--- src/gas_ctrl_pkg.sv ---
// Shared constants for the gas sensor mode, measurement and zero-point controller.
package gas_ctrl_pkg;

	// ----------------------------------------------------------------
	// Timing
	// ----------------------------------------------------------------
	localparam int CLK_HZ        = 200_000_000;
	localparam int BAUD_BPS      = 9600;
	localparam int BAUD_DIV      = CLK_HZ / BAUD_BPS;
	localparam int MEAS_PER_SEC  = 2;
	localparam int MEAS_PERIOD   = CLK_HZ / MEAS_PER_SEC;
	localparam int RESP_DELAY_MS = 10;
	localparam int MEAS_BUSY     = (CLK_HZ / 1000) * RESP_DELAY_MS;

	// ----------------------------------------------------------------
	// Operating modes, numbered as the host selects them
	// ----------------------------------------------------------------
	localparam logic [1:0] MODE_CMD    = 2'h0;
	localparam logic [1:0] MODE_STREAM = 2'h1;
	localparam logic [1:0] MODE_POLL   = 2'h2;

	// ----------------------------------------------------------------
	// Characters of the command protocol
	// ----------------------------------------------------------------
	localparam logic [7:0] ASC_SP   = 8'h20;
	localparam logic [7:0] ASC_CR   = 8'h0D;
	localparam logic [7:0] ASC_LF   = 8'h0A;
	localparam logic [7:0] ASC_QM   = 8'h3F;
	localparam logic [7:0] ASC_ZERO = 8'h30;
	localparam logic [7:0] CMD_MODE = 8'h4B;
	localparam logic [7:0] CMD_FILT = 8'h41;
	localparam logic [7:0] CMD_RDF  = 8'h5A;
	localparam logic [7:0] CMD_RDR  = 8'h7A;
	localparam logic [7:0] CMD_REF  = 8'h58;
	localparam logic [7:0] CMD_ZKG  = 8'h47;
	localparam logic [7:0] CMD_ZN2  = 8'h55;

	// ----------------------------------------------------------------
	// Register map, field positions and reset values
	// ----------------------------------------------------------------
	localparam logic [7:0]  REG_STATUS  = 8'h00;
	localparam logic [7:0]  REG_FILT    = 8'h04;
	localparam logic [7:0]  REG_RAW     = 8'h08;
	localparam logic [7:0]  REG_ZERO    = 8'h0C;
	localparam logic [7:0]  REG_CTRL    = 8'h10;
	localparam int          ST_MODE_LSB = 0;
	localparam int          ST_READY    = 2;
	localparam int          ST_BUSY     = 3;
	localparam int          ST_PEND     = 4;
	localparam int          CTRL_FILT_W = 3;
	localparam logic [2:0]  FILT_RST    = 3'h4;
	localparam logic [2:0]  FILT_MAX    = 3'h7;
	localparam logic [15:0] REF_RST     = 16'h0000;

endpackage

--- src/gas_uart.sv ---
// Fixed-rate 8N1 serial receiver and transmitter for the host link.
module gas_uart
	import gas_ctrl_pkg::*;
#(
	parameter int DIV = BAUD_DIV
)(
	input  wire logic       i_clk,
	input  wire logic       i_rst,
	input  wire logic       i_rxd,
	output logic            o_txd,
	output logic            o_rx_valid,
	output logic [7:0]      o_rx_data,
	input  wire logic       i_tx_valid,
	input  wire logic [7:0] i_tx_data,
	output logic            o_tx_ready
);
	localparam int CW = $clog2(DIV + 1);

	if (DIV < 16)
	begin
		$error("baud divisor too small");
	end

	logic          rx_m_q, rx_s_q;
	logic          rx_busy_q;
	logic [3:0]    rx_bit_q;
	logic [CW-1:0] rx_cnt_q;
	logic [7:0]    rx_sh_q;
	logic          tx_busy_q;
	logic [3:0]    tx_bit_q;
	logic [CW-1:0] tx_cnt_q;
	logic [8:0]    tx_sh_q;

	// ----------------------------------------------------------------
	// Receive path
	// ----------------------------------------------------------------
	always_ff @(posedge i_clk)
	begin
		if (i_rst)
		begin
			rx_m_q <= 1'b1;
			rx_s_q <= 1'b1;
		end
		else
		begin
			rx_m_q <= i_rxd;
			rx_s_q <= rx_m_q;
		end
	end

	// A start bit is confirmed at mid-bit so a glitch on the idle line is dropped.
	always_ff @(posedge i_clk)
	begin
		if (i_rst)
		begin
			rx_busy_q  <= 1'b0;
			rx_bit_q   <= 4'h0;
			rx_cnt_q   <= '0;
			rx_sh_q    <= 8'h00;
			o_rx_valid <= 1'b0;
			o_rx_data  <= 8'h00;
		end
		else
		begin
			o_rx_valid <= 1'b0;
			if (!rx_busy_q)
			begin
				if (!rx_s_q)
				begin
					rx_busy_q <= 1'b1;
					rx_cnt_q  <= CW'(DIV / 2);
					rx_bit_q  <= 4'h0;
				end
			end
			else if (rx_cnt_q != '0)
				rx_cnt_q <= rx_cnt_q - CW'(1);
			else
			begin
				rx_cnt_q <= CW'(DIV - 1);
				rx_bit_q <= rx_bit_q + 4'h1;
				if (rx_bit_q == 4'h0)
				begin
					if (rx_s_q)
						rx_busy_q <= 1'b0;
				end
				else if (rx_bit_q == 4'h9)
				begin
					rx_busy_q <= 1'b0;
					if (rx_s_q)
					begin
						o_rx_valid <= 1'b1;
						o_rx_data  <= rx_sh_q;
					end
				end
				else
					rx_sh_q <= {rx_s_q, rx_sh_q[7:1]};
			end
		end
	end

	// ----------------------------------------------------------------
	// Transmit path
	// ----------------------------------------------------------------
	always_ff @(posedge i_clk)
	begin
		if (i_rst)
		begin
			tx_busy_q  <= 1'b0;
			tx_bit_q   <= 4'h0;
			tx_cnt_q   <= '0;
			tx_sh_q    <= 9'h1FF;
			o_txd      <= 1'b1;
			o_tx_ready <= 1'b1;
		end
		else if (!tx_busy_q)
		begin
			if (i_tx_valid && o_tx_ready)
			begin
				tx_busy_q  <= 1'b1;
				o_tx_ready <= 1'b0;
				o_txd      <= 1'b0;
				tx_sh_q    <= {1'b1, i_tx_data};
				tx_bit_q   <= 4'h9;
				tx_cnt_q   <= CW'(DIV - 1);
			end
		end
		else if (tx_cnt_q != '0)
			tx_cnt_q <= tx_cnt_q - CW'(1);
		else if (tx_bit_q == 4'h0)
		begin
			tx_busy_q  <= 1'b0;
			o_tx_ready <= 1'b1;
		end
		else
		begin
			o_txd    <= tx_sh_q[0];
			tx_sh_q  <= {1'b1, tx_sh_q[8:1]};
			tx_bit_q <= tx_bit_q - 4'h1;
			tx_cnt_q <= CW'(DIV - 1);
		end
	end

endmodule

--- src/gas_ctrl.sv ---
// Gas sensor mode, measurement, filter and zero-point controller with serial host link.
// Summary of operation
// Measuring starts by itself after reset, in streaming settings, without a host command.
// Measurements complete at a fixed cadence of two per second.
// Faster requests are answered with the last completed measurement.
// Exactly three modes: command (0), streaming (1), polling (2).
// Command mode makes no measurements and only handles host commands.
// Command mode refuses reading and zero-point commands.
// Command mode answers commands without measurement deferral.
// Command mode is never restored after power returns.
// Streaming mode sends a report after every measurement, twice a second.
// Streaming mode defers commands during measurement activity, at most 10 ms.
// Polling mode keeps measuring but only reports on request.
// Power-up restores whichever of streaming or polling was stored.
// Host-adjustable low-pass filter setting applies to the sampled reading.
// A larger filter setting makes the filtered reading settle more slowly.
// The raw unfiltered reading is also available to the host.
// Each zeroing replaces the stored zero point; nothing accumulates.
// Host writes the reference ppm before starting known-gas zeroing.
// Nitrogen zeroing assumes the present concentration is zero ppm.
// Host waits for the ready indication before any zeroing command.
// Link is 9600 bit/s, 8 data bits, no parity, 1 stop bit.
// Host commands are ASCII, CR LF terminated, space before any parameter.
// Unrecognised commands are answered with a question mark.
// Every response, reports included, begins with a space.
// A streaming or polling selection is written to non-volatile storage.
// Latest filtered and raw readings are held between measurements.
//
// The implementer's own choices: the Avalon-MM interface to the registers and the placing of the registers.
module gas_ctrl
	import gas_ctrl_pkg::*;
#(
	parameter int BAUD_DIV_P    = BAUD_DIV,
	parameter int MEAS_PERIOD_P = MEAS_PERIOD,
	parameter int MEAS_BUSY_P   = MEAS_BUSY
)(
	input  wire logic        i_clk,
	input  wire logic        i_rst,
	input  wire logic        i_rxd,
	output logic             o_txd,
	input  wire logic [15:0] i_sensor_ppm,
	input  wire logic [1:0]  i_nv_mode,
	output logic [1:0]       o_nv_mode,
	output logic             o_nv_wr,
	output logic             o_ready,
	output logic             o_meas_busy,
	input  wire logic [7:0]  i_avs_address,
	input  wire logic        i_avs_read,
	input  wire logic        i_avs_write,
	input  wire logic [31:0] i_avs_writedata,
	output logic [31:0]      o_avs_readdata,
	output logic             o_avs_waitrequest
);
	localparam int PW = $clog2(MEAS_PERIOD_P + 1);

	if (MEAS_BUSY_P < 2 || MEAS_BUSY_P >= MEAS_PERIOD_P)
	begin
		$error("bad measurement timing");
	end

	typedef enum logic [1:0] {P_LETTER, P_SEP, P_NUM, P_LF} parse_t;
	typedef enum logic [1:0] {S_IDLE, S_CONV, S_SEND} send_t;

	logic [1:0]        mode_q;
	logic              boot_q;
	logic [PW-1:0]     per_cnt_q;
	logic              meas_done;
	logic [15:0]       sensor_q, raw_q, filt_q, ref_q;
	logic signed [17:0] zero_q;
	logic              have_q;
	logic [2:0]        filt_sel_q;
	parse_t            pst_q;
	logic [7:0]        pcmd_q, ecmd_q;
	logic [16:0]       pval_q, eval_q;
	logic [2:0]        pnd_q;
	logic              pbad_q, phas_q, ebad_q, ehas_q, exec_pend_q, rep_pend_q;
	logic              rx_valid, tx_ready, txv_q;
	logic [7:0]        rx_data, txc_q;
	send_t             sst_q;
	logic [7:0]        s_letter_q;
	logic              s_num_q;
	logic [15:0]       rem_q;
	logic [3:0]        dig_q [5];
	logic [2:0]        ci_q;
	logic [3:0]        idx_q;
	logic              exec_fire, exec_ok, start_rep;
	logic [15:0]       exec_val;

	function automatic logic [15:0] wgt(input logic [2:0] i);
		case (i)
			3'h0: wgt = 16'd10000;
			3'h1: wgt = 16'd1000;
			3'h2: wgt = 16'd100;
			3'h3: wgt = 16'd10;
			default: wgt = 16'd1;
		endcase
	endfunction

	function automatic logic [15:0] sat16(input logic signed [17:0] d);
		if (d < 0)
			sat16 = 16'h0000;
		else if (d > 18'sh0FFFF)
			sat16 = 16'hFFFF;
		else
			sat16 = d[15:0];
	endfunction

	gas_uart #(.DIV(BAUD_DIV_P)) u_link (
		.i_clk      (i_clk),
		.i_rst      (i_rst),
		.i_rxd      (i_rxd),
		.o_txd      (o_txd),
		.o_rx_valid (rx_valid),
		.o_rx_data  (rx_data),
		.i_tx_valid (txv_q),
		.i_tx_data  (txc_q),
		.o_tx_ready (tx_ready)
	);

	// ----------------------------------------------------------------
	// Measurement cadence
	// ----------------------------------------------------------------
	assign meas_done = o_meas_busy && (per_cnt_q == PW'(MEAS_BUSY_P - 1));

	// The busy window is the conversion activity; it starts right after reset.
	always_ff @(posedge i_clk)
	begin
		if (i_rst)
		begin
			per_cnt_q   <= '0;
			o_meas_busy <= 1'b1;
		end
		else if (mode_q == MODE_CMD)
		begin
			per_cnt_q   <= '0;
			o_meas_busy <= 1'b0;
		end
		else if (per_cnt_q == PW'(MEAS_PERIOD_P - 1))
		begin
			per_cnt_q   <= '0;
			o_meas_busy <= 1'b1;
		end
		else
		begin
			per_cnt_q   <= per_cnt_q + PW'(1);
			o_meas_busy <= (per_cnt_q + PW'(1)) < PW'(MEAS_BUSY_P);
		end
	end

	// A shift of n moves the output 1/2^n of the way per sample, so a larger
	// setting settles more slowly; small steps can stall a few ppm short.
	always_ff @(posedge i_clk)
	begin
		if (i_rst)
		begin
			sensor_q <= 16'h0000;
			raw_q    <= 16'h0000;
			filt_q   <= 16'h0000;
			have_q   <= 1'b0;
		end
		else if (meas_done)
		begin
			sensor_q <= i_sensor_ppm;
			raw_q    <= sat16($signed({2'b00, i_sensor_ppm}) - zero_q);
			have_q   <= 1'b1;
			if (!have_q)
				filt_q <= sat16($signed({2'b00, i_sensor_ppm}) - zero_q);
			else
				filt_q <= sat16($signed({2'b00, filt_q}) +
					(($signed({2'b00, sat16($signed({2'b00, i_sensor_ppm}) - zero_q)}) -
					$signed({2'b00, filt_q})) >>> filt_sel_q));
		end
	end

	// ----------------------------------------------------------------
	// Command parser
	// ----------------------------------------------------------------
	always_ff @(posedge i_clk)
	begin
		if (i_rst)
		begin
			pst_q  <= P_LETTER;
			pcmd_q <= 8'h00;
			pval_q <= 17'h00000;
			pnd_q  <= 3'h0;
			pbad_q <= 1'b0;
			phas_q <= 1'b0;
		end
		else if (rx_valid)
		begin
			case (pst_q)
				P_LETTER:
				begin
					pcmd_q <= rx_data;
					pval_q <= 17'h00000;
					pnd_q  <= 3'h0;
					phas_q <= 1'b0;
					pbad_q <= (rx_data == ASC_CR);
					pst_q  <= (rx_data == ASC_CR) ? P_LF : P_SEP;
				end
				P_SEP:
				begin
					phas_q <= (rx_data == ASC_SP);
					pbad_q <= pbad_q || (rx_data != ASC_SP && rx_data != ASC_CR);
					pst_q  <= (rx_data == ASC_CR) ? P_LF : P_NUM;
				end
				P_NUM:
				begin
					if (rx_data == ASC_CR)
					begin
						pbad_q <= pbad_q || (pnd_q == 3'h0);
						pst_q  <= P_LF;
					end
					else if (rx_data >= ASC_ZERO && rx_data <= ASC_ZERO + 8'h09 && pnd_q != 3'h5)
					begin
						pval_q <= 17'(pval_q * 17'd10 + 17'(rx_data - ASC_ZERO));
						pnd_q  <= pnd_q + 3'h1;
					end
					else
						pbad_q <= 1'b1;
				end
				default:
					pst_q <= P_LETTER;
			endcase
		end
	end

	// A complete line is handed over once; a line that ends while the previous
	// one is still pending is dropped, since the link has no flow control.
	always_ff @(posedge i_clk)
	begin
		if (i_rst)
		begin
			exec_pend_q <= 1'b0;
			ecmd_q      <= 8'h00;
			eval_q      <= 17'h00000;
			ebad_q      <= 1'b0;
			ehas_q      <= 1'b0;
		end
		else if (rx_valid && pst_q == P_LF && !exec_pend_q)
		begin
			exec_pend_q <= 1'b1;
			ecmd_q      <= pcmd_q;
			eval_q      <= pval_q;
			ebad_q      <= pbad_q || (rx_data != ASC_LF) || pval_q > 17'h0FFFF;
			ehas_q      <= phas_q;
		end
		else if (exec_fire)
			exec_pend_q <= 1'b0;
	end

	// ----------------------------------------------------------------
	// Command execution
	// ----------------------------------------------------------------
	assign exec_fire = exec_pend_q && sst_q == S_IDLE &&
		!(mode_q == MODE_STREAM && o_meas_busy);

	always_comb
	begin
		exec_ok  = 1'b0;
		exec_val = eval_q[15:0];
		if (!ebad_q)
		begin
			case (ecmd_q)
				CMD_MODE: exec_ok = ehas_q && eval_q <= 17'd2;
				CMD_FILT: exec_ok = ehas_q && eval_q <= 17'(FILT_MAX);
				CMD_RDF:
				begin
					exec_ok  = !ehas_q && mode_q != MODE_CMD;
					exec_val = filt_q;
				end
				CMD_RDR:
				begin
					exec_ok  = !ehas_q && mode_q != MODE_CMD;
					exec_val = raw_q;
				end
				CMD_REF: exec_ok = ehas_q && mode_q != MODE_CMD;
				CMD_ZKG:
				begin
					exec_ok  = !ehas_q && mode_q != MODE_CMD;
					exec_val = ref_q;
				end
				CMD_ZN2:
				begin
					exec_ok  = !ehas_q && mode_q != MODE_CMD;
					exec_val = 16'h0000;
				end
				default: exec_ok = 1'b0;
			endcase
		end
	end

	// Mode and filter settings; power-up picks up the stored selection once.
	always_ff @(posedge i_clk)
	begin
		if (i_rst)
		begin
			mode_q     <= MODE_STREAM;
			boot_q     <= 1'b1;
			o_ready    <= 1'b0;
			filt_sel_q <= FILT_RST;
			o_nv_wr    <= 1'b0;
			o_nv_mode  <= MODE_STREAM;
		end
		else
		begin
			o_nv_wr <= 1'b0;
			boot_q  <= 1'b0;
			if (boot_q)
			begin
				mode_q  <= (i_nv_mode == MODE_POLL) ? MODE_POLL : MODE_STREAM;
				o_ready <= 1'b1;
			end
			if (exec_fire && exec_ok && ecmd_q == CMD_MODE)
			begin
				mode_q <= eval_q[1:0];
				if (eval_q[1:0] != MODE_CMD)
				begin
					o_nv_wr   <= 1'b1;
					o_nv_mode <= eval_q[1:0];
				end
			end
			if (exec_fire && exec_ok && ecmd_q == CMD_FILT)
				filt_sel_q <= eval_q[2:0];
			else if (i_avs_write && !o_avs_waitrequest && i_avs_address == REG_CTRL)
				filt_sel_q <= i_avs_writedata[CTRL_FILT_W-1:0];
		end
	end

	always_ff @(posedge i_clk)
	begin
		if (i_rst)
		begin
			ref_q  <= REF_RST;
			zero_q <= 18'sh00000;
		end
		else if (exec_fire && exec_ok)
		begin
			if (ecmd_q == CMD_REF)
				ref_q <= eval_q[15:0];
			else if (ecmd_q == CMD_ZKG)
				zero_q <= $signed({2'b00, sensor_q}) - $signed({2'b00, ref_q});
			else if (ecmd_q == CMD_ZN2)
				zero_q <= $signed({2'b00, sensor_q});
		end
	end

	// ----------------------------------------------------------------
	// Response sender
	// ----------------------------------------------------------------
	assign start_rep = rep_pend_q && sst_q == S_IDLE && !exec_fire;

	always_ff @(posedge i_clk)
	begin
		if (i_rst)
			rep_pend_q <= 1'b0;
		else
			rep_pend_q <= (meas_done && mode_q == MODE_STREAM) ||
				(rep_pend_q && !start_rep && mode_q == MODE_STREAM);
	end

	always_ff @(posedge i_clk)
	begin
		if (i_rst)
		begin
			sst_q      <= S_IDLE;
			s_letter_q <= ASC_QM;
			s_num_q    <= 1'b0;
			rem_q      <= 16'h0000;
			ci_q       <= 3'h0;
			idx_q      <= 4'h0;
			txv_q      <= 1'b0;
			txc_q      <= ASC_SP;
			for (int i = 0; i < 5; i++)
				dig_q[i] <= 4'h0;
		end
		else
		begin
			case (sst_q)
				S_IDLE:
				begin
					idx_q <= 4'h0;
					ci_q  <= 3'h0;
					for (int i = 0; i < 5; i++)
						dig_q[i] <= 4'h0;
					if (exec_fire)
					begin
						s_letter_q <= exec_ok ? ecmd_q : ASC_QM;
						s_num_q    <= exec_ok;
						rem_q      <= exec_val;
						sst_q      <= S_CONV;
					end
					else if (start_rep)
					begin
						s_letter_q <= CMD_RDF;
						s_num_q    <= 1'b1;
						rem_q      <= filt_q;
						sst_q      <= S_CONV;
					end
				end
				S_CONV:
				begin
					if (rem_q >= wgt(ci_q))
					begin
						rem_q        <= rem_q - wgt(ci_q);
						dig_q[ci_q]  <= dig_q[ci_q] + 4'h1;
					end
					else if (ci_q == 3'h4)
						sst_q <= S_SEND;
					else
						ci_q <= ci_q + 3'h1;
				end
				S_SEND:
				begin
					if (txv_q)
					begin
						if (tx_ready)
						begin
							txv_q <= 1'b0;
							idx_q <= idx_q + 4'h1;
							if (idx_q == (s_num_q ? 4'h9 : 4'h3))
								sst_q <= S_IDLE;
						end
					end
					else if (tx_ready)
					begin
						txv_q <= 1'b1;
						if (idx_q == 4'h0)
							txc_q <= ASC_SP;
						else if (idx_q == 4'h1)
							txc_q <= s_letter_q;
						else if (s_num_q && idx_q == 4'h2)
							txc_q <= ASC_SP;
						else if (s_num_q && idx_q <= 4'h7)
							txc_q <= ASC_ZERO + {4'h0, dig_q[3'(idx_q - 4'h3)]};
						else if (idx_q == (s_num_q ? 4'h8 : 4'h2))
							txc_q <= ASC_CR;
						else
							txc_q <= ASC_LF;
					end
				end
				default: sst_q <= S_IDLE;
			endcase
		end
	end

	// ----------------------------------------------------------------
	// Register bus slave: one wait state, then the answer
	// ----------------------------------------------------------------
	always_ff @(posedge i_clk)
	begin
		if (i_rst)
		begin
			o_avs_waitrequest <= 1'b1;
			o_avs_readdata    <= 32'h0000_0000;
		end
		else
		begin
			o_avs_waitrequest <= !((i_avs_read || i_avs_write) && o_avs_waitrequest);
			if (i_avs_read && o_avs_waitrequest)
			begin
				case (i_avs_address)
					REG_STATUS: o_avs_readdata <= 32'({exec_pend_q, o_meas_busy, o_ready,
						mode_q}) << ST_MODE_LSB;
					REG_FILT:   o_avs_readdata <= {16'h0000, filt_q};
					REG_RAW:    o_avs_readdata <= {16'h0000, raw_q};
					REG_ZERO:   o_avs_readdata <= {{14{zero_q[17]}}, zero_q};
					REG_CTRL:   o_avs_readdata <= {29'h0000_0000, filt_sel_q};
					default:    o_avs_readdata <= 32'h0000_0000;
				endcase
			end
		end
	end

	logic [PW-1:0] gap_q;
	always_ff @(posedge i_clk)
	begin
		if (i_rst || meas_done)
			gap_q <= '0;
		else if (mode_q == MODE_CMD)
			gap_q <= PW'(MEAS_PERIOD_P - MEAS_BUSY_P);
		else
			gap_q <= gap_q + PW'(1);
	end
endmodule

--- config.mk ---
export PLATFORM = sky130hd
export DESIGN_NAME = gas_ctrl
export DESIGN_NICKNAME = d
export VERILOG_FILES = /design/src/gas_ctrl_pkg.sv /design/src/gas_uart.sv /design/src/gas_ctrl.sv
export SDC_FILE = /design/constraint.sdc
export NUM_CORES = 1
export LEC_CHECK = 0
export BUFFER_PORTS_ARGS = -buffer_cell sky130_fd_sc_hd__buf_2
export CAP_MARGIN = 20
export CELL_PAD_IN_SITES_DETAIL_PLACEMENT = 2
export CELL_PAD_IN_SITES_GLOBAL_PLACEMENT = 2
export CORE_ASPECT_RATIO = 1.2
export CORE_MARGIN = 3
export CORE_UTILIZATION = 34
export DETAILED_ROUTE_END_ITERATION = 7
export GPL_TIMING_DRIVEN = 0
export PLACE_DENSITY = 0.86
export SKIP_CTS_REPAIR_TIMING = 1
export SYNTH_ARGS = -nofsm -noshare
export SYNTH_HDL_FRONTEND = slang
export SYNTH_SLANG_ARGS = --single-unit
--- constraint.sdc ---
create_clock -name i_clk -period 6.84 [get_ports i_clk]
set_input_delay 0.342 -clock i_clk [delete_from_list [all_inputs] [get_ports i_clk]]
set_output_delay 0.342 -clock i_clk [all_outputs]
set_load 0.01 [all_outputs]
* Yosys cells after proc, flatten, opt, wreduce, memory -nomap -nowiden
Memory sizes are Yosys's and may differ from the RTL's. A register that Yosys moved wholly into a read port is not among the register bits. Index checks and enable logic that the tools add are counted.
Operators by class: $add $sub $neg 18, multiply operators 1, order comparisons 12, equality and inequality tests 53, shift operators 1, mux-type cells 132, bitwise gates (word level) 12, reduce and logical (&&, ||, !) cells 90
Operators by type and width (count):
- $mux 16 | 17
- $pmux 32 s5 | 1
- $mux 15 | 7
- $mux 4 | 17
- $pmux 16 s4 | 1
- $eq 8x7->1 const B | 7
- $pmux 14 s4 | 1
- $mux 1 | 41
- $mux 8 | 5
- $gt 18x17->1 const B | 2
- $lt 18x1->1 const B | 2
- $mux 18 | 2
- $mux 9 | 4
- $mux 17 | 2
- $pmux 17 s2 | 1
- $sub 16x16->17 | 2
- $pmux 16 s2 | 1
- $mux 3 | 10
- $reduce_bool 15->1 | 2
- $sub 15x1->15 const B | 2
- $logic_and 1x1->1 | 28
- $ne 2x2->1 const B | 14
- $add 27x1->27 const B | 1
- $eq 27x21->1 const B | 1
- other kinds (65) | 148
Word-level totals: register bits 328, bits in writable memories 20, output and inout bits 39, memories kept 1
Memories:
- dig_q | depth 5, width 4, read ports 2, clocked after Yosys merged registers in 1, write ports 5, RTL line gas_ctrl.sv:83 | logic [3:0] dig_q [5];

* Longest topological paths before layout
depth after elaboration 14, gate-level depth with buffers 35

* By module
Synthesis repeated with hierarchy kept, for this count alone.
Unflattened totals: cells, all modules 2741, area total of the unflattened synthesis 22466.5 sq um
By module, submodules not included:
- gas_ctrl | instances 1, cells each 2343, area an instance 18977.0 sq um, sequential area each 5865.6 sq um
- gas_uart | instances 1, cells each 398, area an instance 3489.6 sq um, sequential area each 1381.3 sq um

* Worst setup path after synthesis
No wires, ideal clock.
path kind input -> register, start point input i_sensor_ppm[0], end point register filt_q[12], library setup time 122 ps, arrival time 7288 ps, slack -570 ps, stages on the path 34, cell sequence inv_1 > ha_1 > inv_1 > fa_1 > a211o_1 > a211oi_1 > o31a_1 > o31ai_1 > a311oi_1 > or2_1 > clkbuf_1 > nor2_1 > or2_2 > inv_2 > ha_1 > nor2b_4 > o31a_1 > or4_1 > a21oi_2 > a211oi_1 > o311ai_1 > nand3_1 > a21o_1 > mux4_2 > ha_1 > a21oi_1 > o31ai_1 > a221oi_1 > o21ai_1 > o21a_1 > and3_1 > clkbuf_1 > a22oi_1 > o21ai_1
On the way: cells in the longest elaborated chain, start to end 14, elaborated cells on any way between the ends 16, classes of those cells 3 x add/sub; 4 x order compare; 1 x shift; 8 x mux
Ends and longest elaborated chain:
- start: declaration | RTL line gas_ctrl.sv:41 | input wire logic [15:0] i_sensor_ppm,
- $sub 17x18->18 (*) | RTL line gas_ctrl.sv:167, gas_ctrl.sv:170
- $gt 18x17->1 | RTL line gas_ctrl.sv:102 | else if (d > 18'sh0FFFF)
- $mux 16 | RTL line gas_ctrl.sv:102
- $mux 16 (*) | RTL line gas_ctrl.sv:100 | if (d < 0)
- $mux 16 | RTL line gas_ctrl.sv:166 | if (!have_q)
- $mux 16 | RTL line gas_ctrl.sv:161 | else if (meas_done)
- $mux 16 | RTL line gas_ctrl.sv:154 | if (i_rst)
- $sub 16x16->17 | RTL line gas_ctrl.sv:170 | (($signed({2'b00, sat16($signed({2'b00, i_sensor_ppm}) - zero_q)}) -
- $sshr 17x3->18 | RTL line gas_ctrl.sv:170
- $add 17x18->18 | RTL line gas_ctrl.sv:169 | filt_q <= sat16($signed({2'b00, filt_q}) +
- $gt 18x17->1 | RTL line gas_ctrl.sv:102
- $mux 16 | RTL line gas_ctrl.sv:102
- $mux 16 | RTL line gas_ctrl.sv:100
- $mux 16 (*) | RTL line gas_ctrl.sv:166
- end signal: assignment | RTL line gas_ctrl.sv:167 | filt_q <= sat16($signed({2'b00, i_sensor_ppm}) - zero_q);
- end signal: assignment | RTL line gas_ctrl.sv:169
- end: declaration | RTL line gas_ctrl.sv:68 | logic [15:0] sensor_q, raw_q, filt_q, ref_q;
Mark *: on every way between the ends. The rest lies on a longest branch, timed or not. The select of a mux whose other input is x is not followed. A chain may end at the register's enable or synchronous reset.

* Worst setup path in the final report
start point register zero_q[0], end point register filt_q[8]
On the way: cells in the longest elaborated chain, start to end 14, elaborated cells on any way between the ends 16, classes of those cells 3 x add/sub; 4 x order compare; 1 x shift; 8 x mux
Ends and longest elaborated chain:
- start: declaration | RTL line gas_ctrl.sv:69 | logic signed [17:0] zero_q;
- start signal: assignment | RTL line gas_ctrl.sv:342 | zero_q <= $signed({2'b00, sensor_q}) - $signed({2'b00, ref_q});
- start signal: assignment | RTL line gas_ctrl.sv:344 | zero_q <= $signed({2'b00, sensor_q});
- $sub 17x18->18 (*) | RTL line gas_ctrl.sv:167, gas_ctrl.sv:170
- $gt 18x17->1 | RTL line gas_ctrl.sv:102
- $mux 16 | RTL line gas_ctrl.sv:102
- $mux 16 (*) | RTL line gas_ctrl.sv:100
- $mux 16 | RTL line gas_ctrl.sv:166
- $mux 16 | RTL line gas_ctrl.sv:161
- $mux 16 | RTL line gas_ctrl.sv:154
- $sub 16x16->17 | RTL line gas_ctrl.sv:170
- $sshr 17x3->18 | RTL line gas_ctrl.sv:170
- $add 17x18->18 | RTL line gas_ctrl.sv:169
- $gt 18x17->1 | RTL line gas_ctrl.sv:102
- $mux 16 | RTL line gas_ctrl.sv:102
- $mux 16 | RTL line gas_ctrl.sv:100
- $mux 16 (*) | RTL line gas_ctrl.sv:166
Marked as above.

==> metrics.md <==
| Metric | Value |
|---|---|
| Seq/Total Area, Yosys | 33.6% |
| Hold depth | 2 |
| Gpl congestion | 0.917 |
| Worst skew pair latency | 0.59 ns |
| Worst setup margin | -1.48 ns |
| TritonCTS clock tree | done |
| Die Area | 0.0665 mm2 |
| #FFs+latches synth | 346 |
| Reg2reg setup slack | -1.48 ns |
| TritonCTS Buffers | 39 |
| Yosys warning total | 0 |
| Cell count after synthesis | 2,657 |
| Worst hold path endpoint | o_avs_waitrequest |
| Post-route cell area | 0.0253 mm2 |
| Synth top area share | 29.1% |
| Status | finished with violations |
| Max-cap viol count | 0 |
| I/O pin cnt | 102 |
| Leakage power | 9.38 nW |
| Vias in the first global route | 23,400 |
| Die Wd | 236 um |
| Syn_nets | 2,874 |
| # DRC | 0 |
| Routed WL | 101,000 um |
| Maximum vdd drop | 0.000143 V |
| Max-slew headroom | 21.9% |
| CP Data Arrival Time | 8.72 ns |
| DP HPWL | 67,100 um |
| Top post-synthesis cells by area | dfxtp_1, ha_1, a21oi_1 |
| Pin count of the biggest net entering global routing | 18 |
| Fmax | 120 MHz |
| Area after DPL | 0.0231 mm2 |
| Crit path kind | register to register |
| R2R depth | 34 |
| Total GRT Usage | 25.8% |
| CTS H-tree lvls | 2 |
| Failing checks | negative setup slack |
| Initial antenna violation count | 2 |
| Critical path data required time | 7.24 ns |
| Synth area leader | dfxtp_1 |
| Worst setup SP type | register |
| Sink Count | 346 |
| Detail Route Antenna Nets | 0 |
| First-pass GRT wire length | 137,000 um |
| Average cell area after synthesis | 8.12 um2 |
| Layout cell share with drive strength beyond 1 | 13.6% |
| Number of vias per cell | 6.09 |
| Crit share post-route | 122% |
| I/O Buffers | 70 |
| Final Hold Viols | 0 |
| Hold Path Origin | i_avs_write |
| Post-synth top flop | dfxtp_1 |
| Post-synthesis cell type count | 100 |
| Overall power | 5.15 mW |
| Max-slew violations | 0 |
| Nets | 3,041 |
| Netlist Area Pre-Place | 0.0216 mm2 |
| Initial DRC Count | 1,538 |
| Worst clock skew | 0.0319 ns |
| Slowest CP cell | mux4_2 |
| Setup Slack @ Placement | -2.08 ns |
| Min Tclk post-route | 8.32 ns |
| Starting Density | 34.6% |
| WL/cell | 27.5 um |
| Layout area overhead | 17.3% |
| Vias | 22,300 |
| RR Endpoint | filt_q[8] |
| RSZ-0062 raised after global routing | true |
| Min-delay worst type | input port to register |
| # fillers | 6,865 |
| Worst Tran Pin Value | 1.17 ns |
| Post-synth EDFFs | 32 |
| Clock-pin transition on the worst setup and hold timing paths | 0.06 ns |
| Worst-path maximum fanout | 6 |
| Row cnt | 100 |
| Area taken by multi-input logic gates | 0.0138 mm2 |
| Endpoints failing setup | 16 |
| Remaining Overflow, GRT | 0 |
| Reg area | 0.00726 mm2 |
| CP Capture Type | register |
| Clk buf depth | 3 |
| Core Area | 0.0624 mm2 |
| Die H | 282 um |
| Async SR Flop Fraction | 0% |
| Crit path largest cell delay | 0.55 ns |
| Pre-antenna DRT Iters | 6 |
| CTS root buf | clkbuf_16 |
| Crit Reg-Reg Startpoint | zero_q[0] |
| Power per Cell Area | 203 mW/mm2 |
power breakdown:
part	leakage [nW]	switching [mW]	internal [mW]
sequential	2.89	0.0161	2.05
combinational	5.85	0.538	0.311
clock	0.644	0.992	1.24
per-layer routing:
layer,GRT usage (%),vias up,wire length [um]
li1,-,9845,-
met2,47.2,846,50100
met4,13.3,0,7580
met1,29.4,11300,37600
met3,3.57,389,5450
met5,0,-,0
cell families after synthesis:
| kind of cell | count (synthesis) | share of synthesized area, % |
|---|---|---|
| AND/OR/NAND/NOR | 961 | 20.6 |
| AO/OA/AOI/OAI | 730 | 21.7 |
| XOR/XNOR | 117 | 4.75 |
| flip-flops | 346 | 33.6 |
| adder cells (fa/ha/maj) | 154 | 9.18 |
| buffers and inverters | 265 | 4.91 |
| multiplexers | 84 | 5.36 |
how the worst max path moves through the flow:
stage                         start         end  slack [ns]
floorplan           i_sensor_ppm[0]  filt_q[12]       -0.01
global placement          zero_q[7]  filt_q[11]       -1.79
detailed placement        zero_q[7]   filt_q[5]       -2.08
CTS                       zero_q[7]   filt_q[5]       -2.14
global route              zero_q[8]   filt_q[8]       -1.52
finish                    zero_q[0]   filt_q[8]       -1.48
stage by stage:
step                util (%)  setup TNS (ns)  hold WS [ns]  std cells
floorplan                  -         -0.0143         0.370       2657
global placement        36.9          -26.80         0.403       3543
detailed placement      36.9          -31.31         0.405       3545
CTS                     39.0          -31.80        -0.145       3616
global route            40.5          -21.96        0.0296       3670
finish                  40.5          -20.51        0.0113       3671
cells in the mapped netlist, drive strengths merged (9+ instances only):
library cell	instances
and2	9
nand2b	22
or3	23
a31oi	20
nor3	66
dfxtp	314
and3	19
a211oi	42
inv	115
a22oi	51
o21a	30
edfxtp	32
mux4	24
nand2	315
xor2	39
ha	147
clkbuf	122
nand3	43
xnor2	78
o21ai	136
mux2	13
a311oi	11
o31ai	10
mux2i	47
a221oi	25
nand4	20
o21bai	9
buf	27
a21o	35
nor4	26
o211ai	26
a21oi	251
or2	20
nand3b	10
nor2b	26
nor2	328
o31a	13
sequential cells by signal, indices dropped and copies added (netlist names), 15 cells and up, named ones only:
name             cells
dig_q               32
eval_q              17
filt_q              16
o_avs_readdata      17
per_cnt_q           27
pval_q              17
raw_q               16
ref_q               16
rem_q               16
sensor_q            16
u_link.rx_cnt_q     15
u_link.tx_cnt_q     15
zero_q              17
final cells by class:
type | count | share of cell area [%]
multi-input combinational | 2046 | 54.7
sequential | 346 | 28.7
clock buffer | 49 | 4.24
tap | 816 | 4.04
timing repair buffer | 126 | 3.17
buffer | 149 | 2.59
inverter | 116 | 1.72
clock inverter | 22 | 0.900
antenna | 1 | 0.00989
worst max-delay path, delay by kind of cell (launching register included):
kind	cells	cell delay (ns)
xor gates and xnor gates	1	0.31
buffers and inverters	5	0.67
muxes	1	0.55
and+or+nand+nor	5	0.85
DFF	1	0.37
adders and majority gates	5	1.34
AOI/OAI and AO/OA	17	4.04
cells in the final DEF, fill, tap and decap left out, types with 22 or more instances in the layout:
cell,count
o21ai_0,89
xnor2_1,76
clkbuf_1,122
nor4_1,25
o211ai_1,26
o21ai_1,35
buf_2,77
or3_1,22
buf_4,62
a22oi_1,50
nand2_1,313
a21oi_1,238
o21a_1,29
xor2_1,38
mux4_2,24
inv_1,111
ha_1,136
clkbuf_16,40
nand3_1,42
mux2i_1,44
a211oi_1,34
nor2b_1,25
edfxtp_1,32
nor3_1,61
nor2_1,318
a21o_1,34
dfxtp_1,309
No activity file was read; power rests on OpenSTA's default activity.
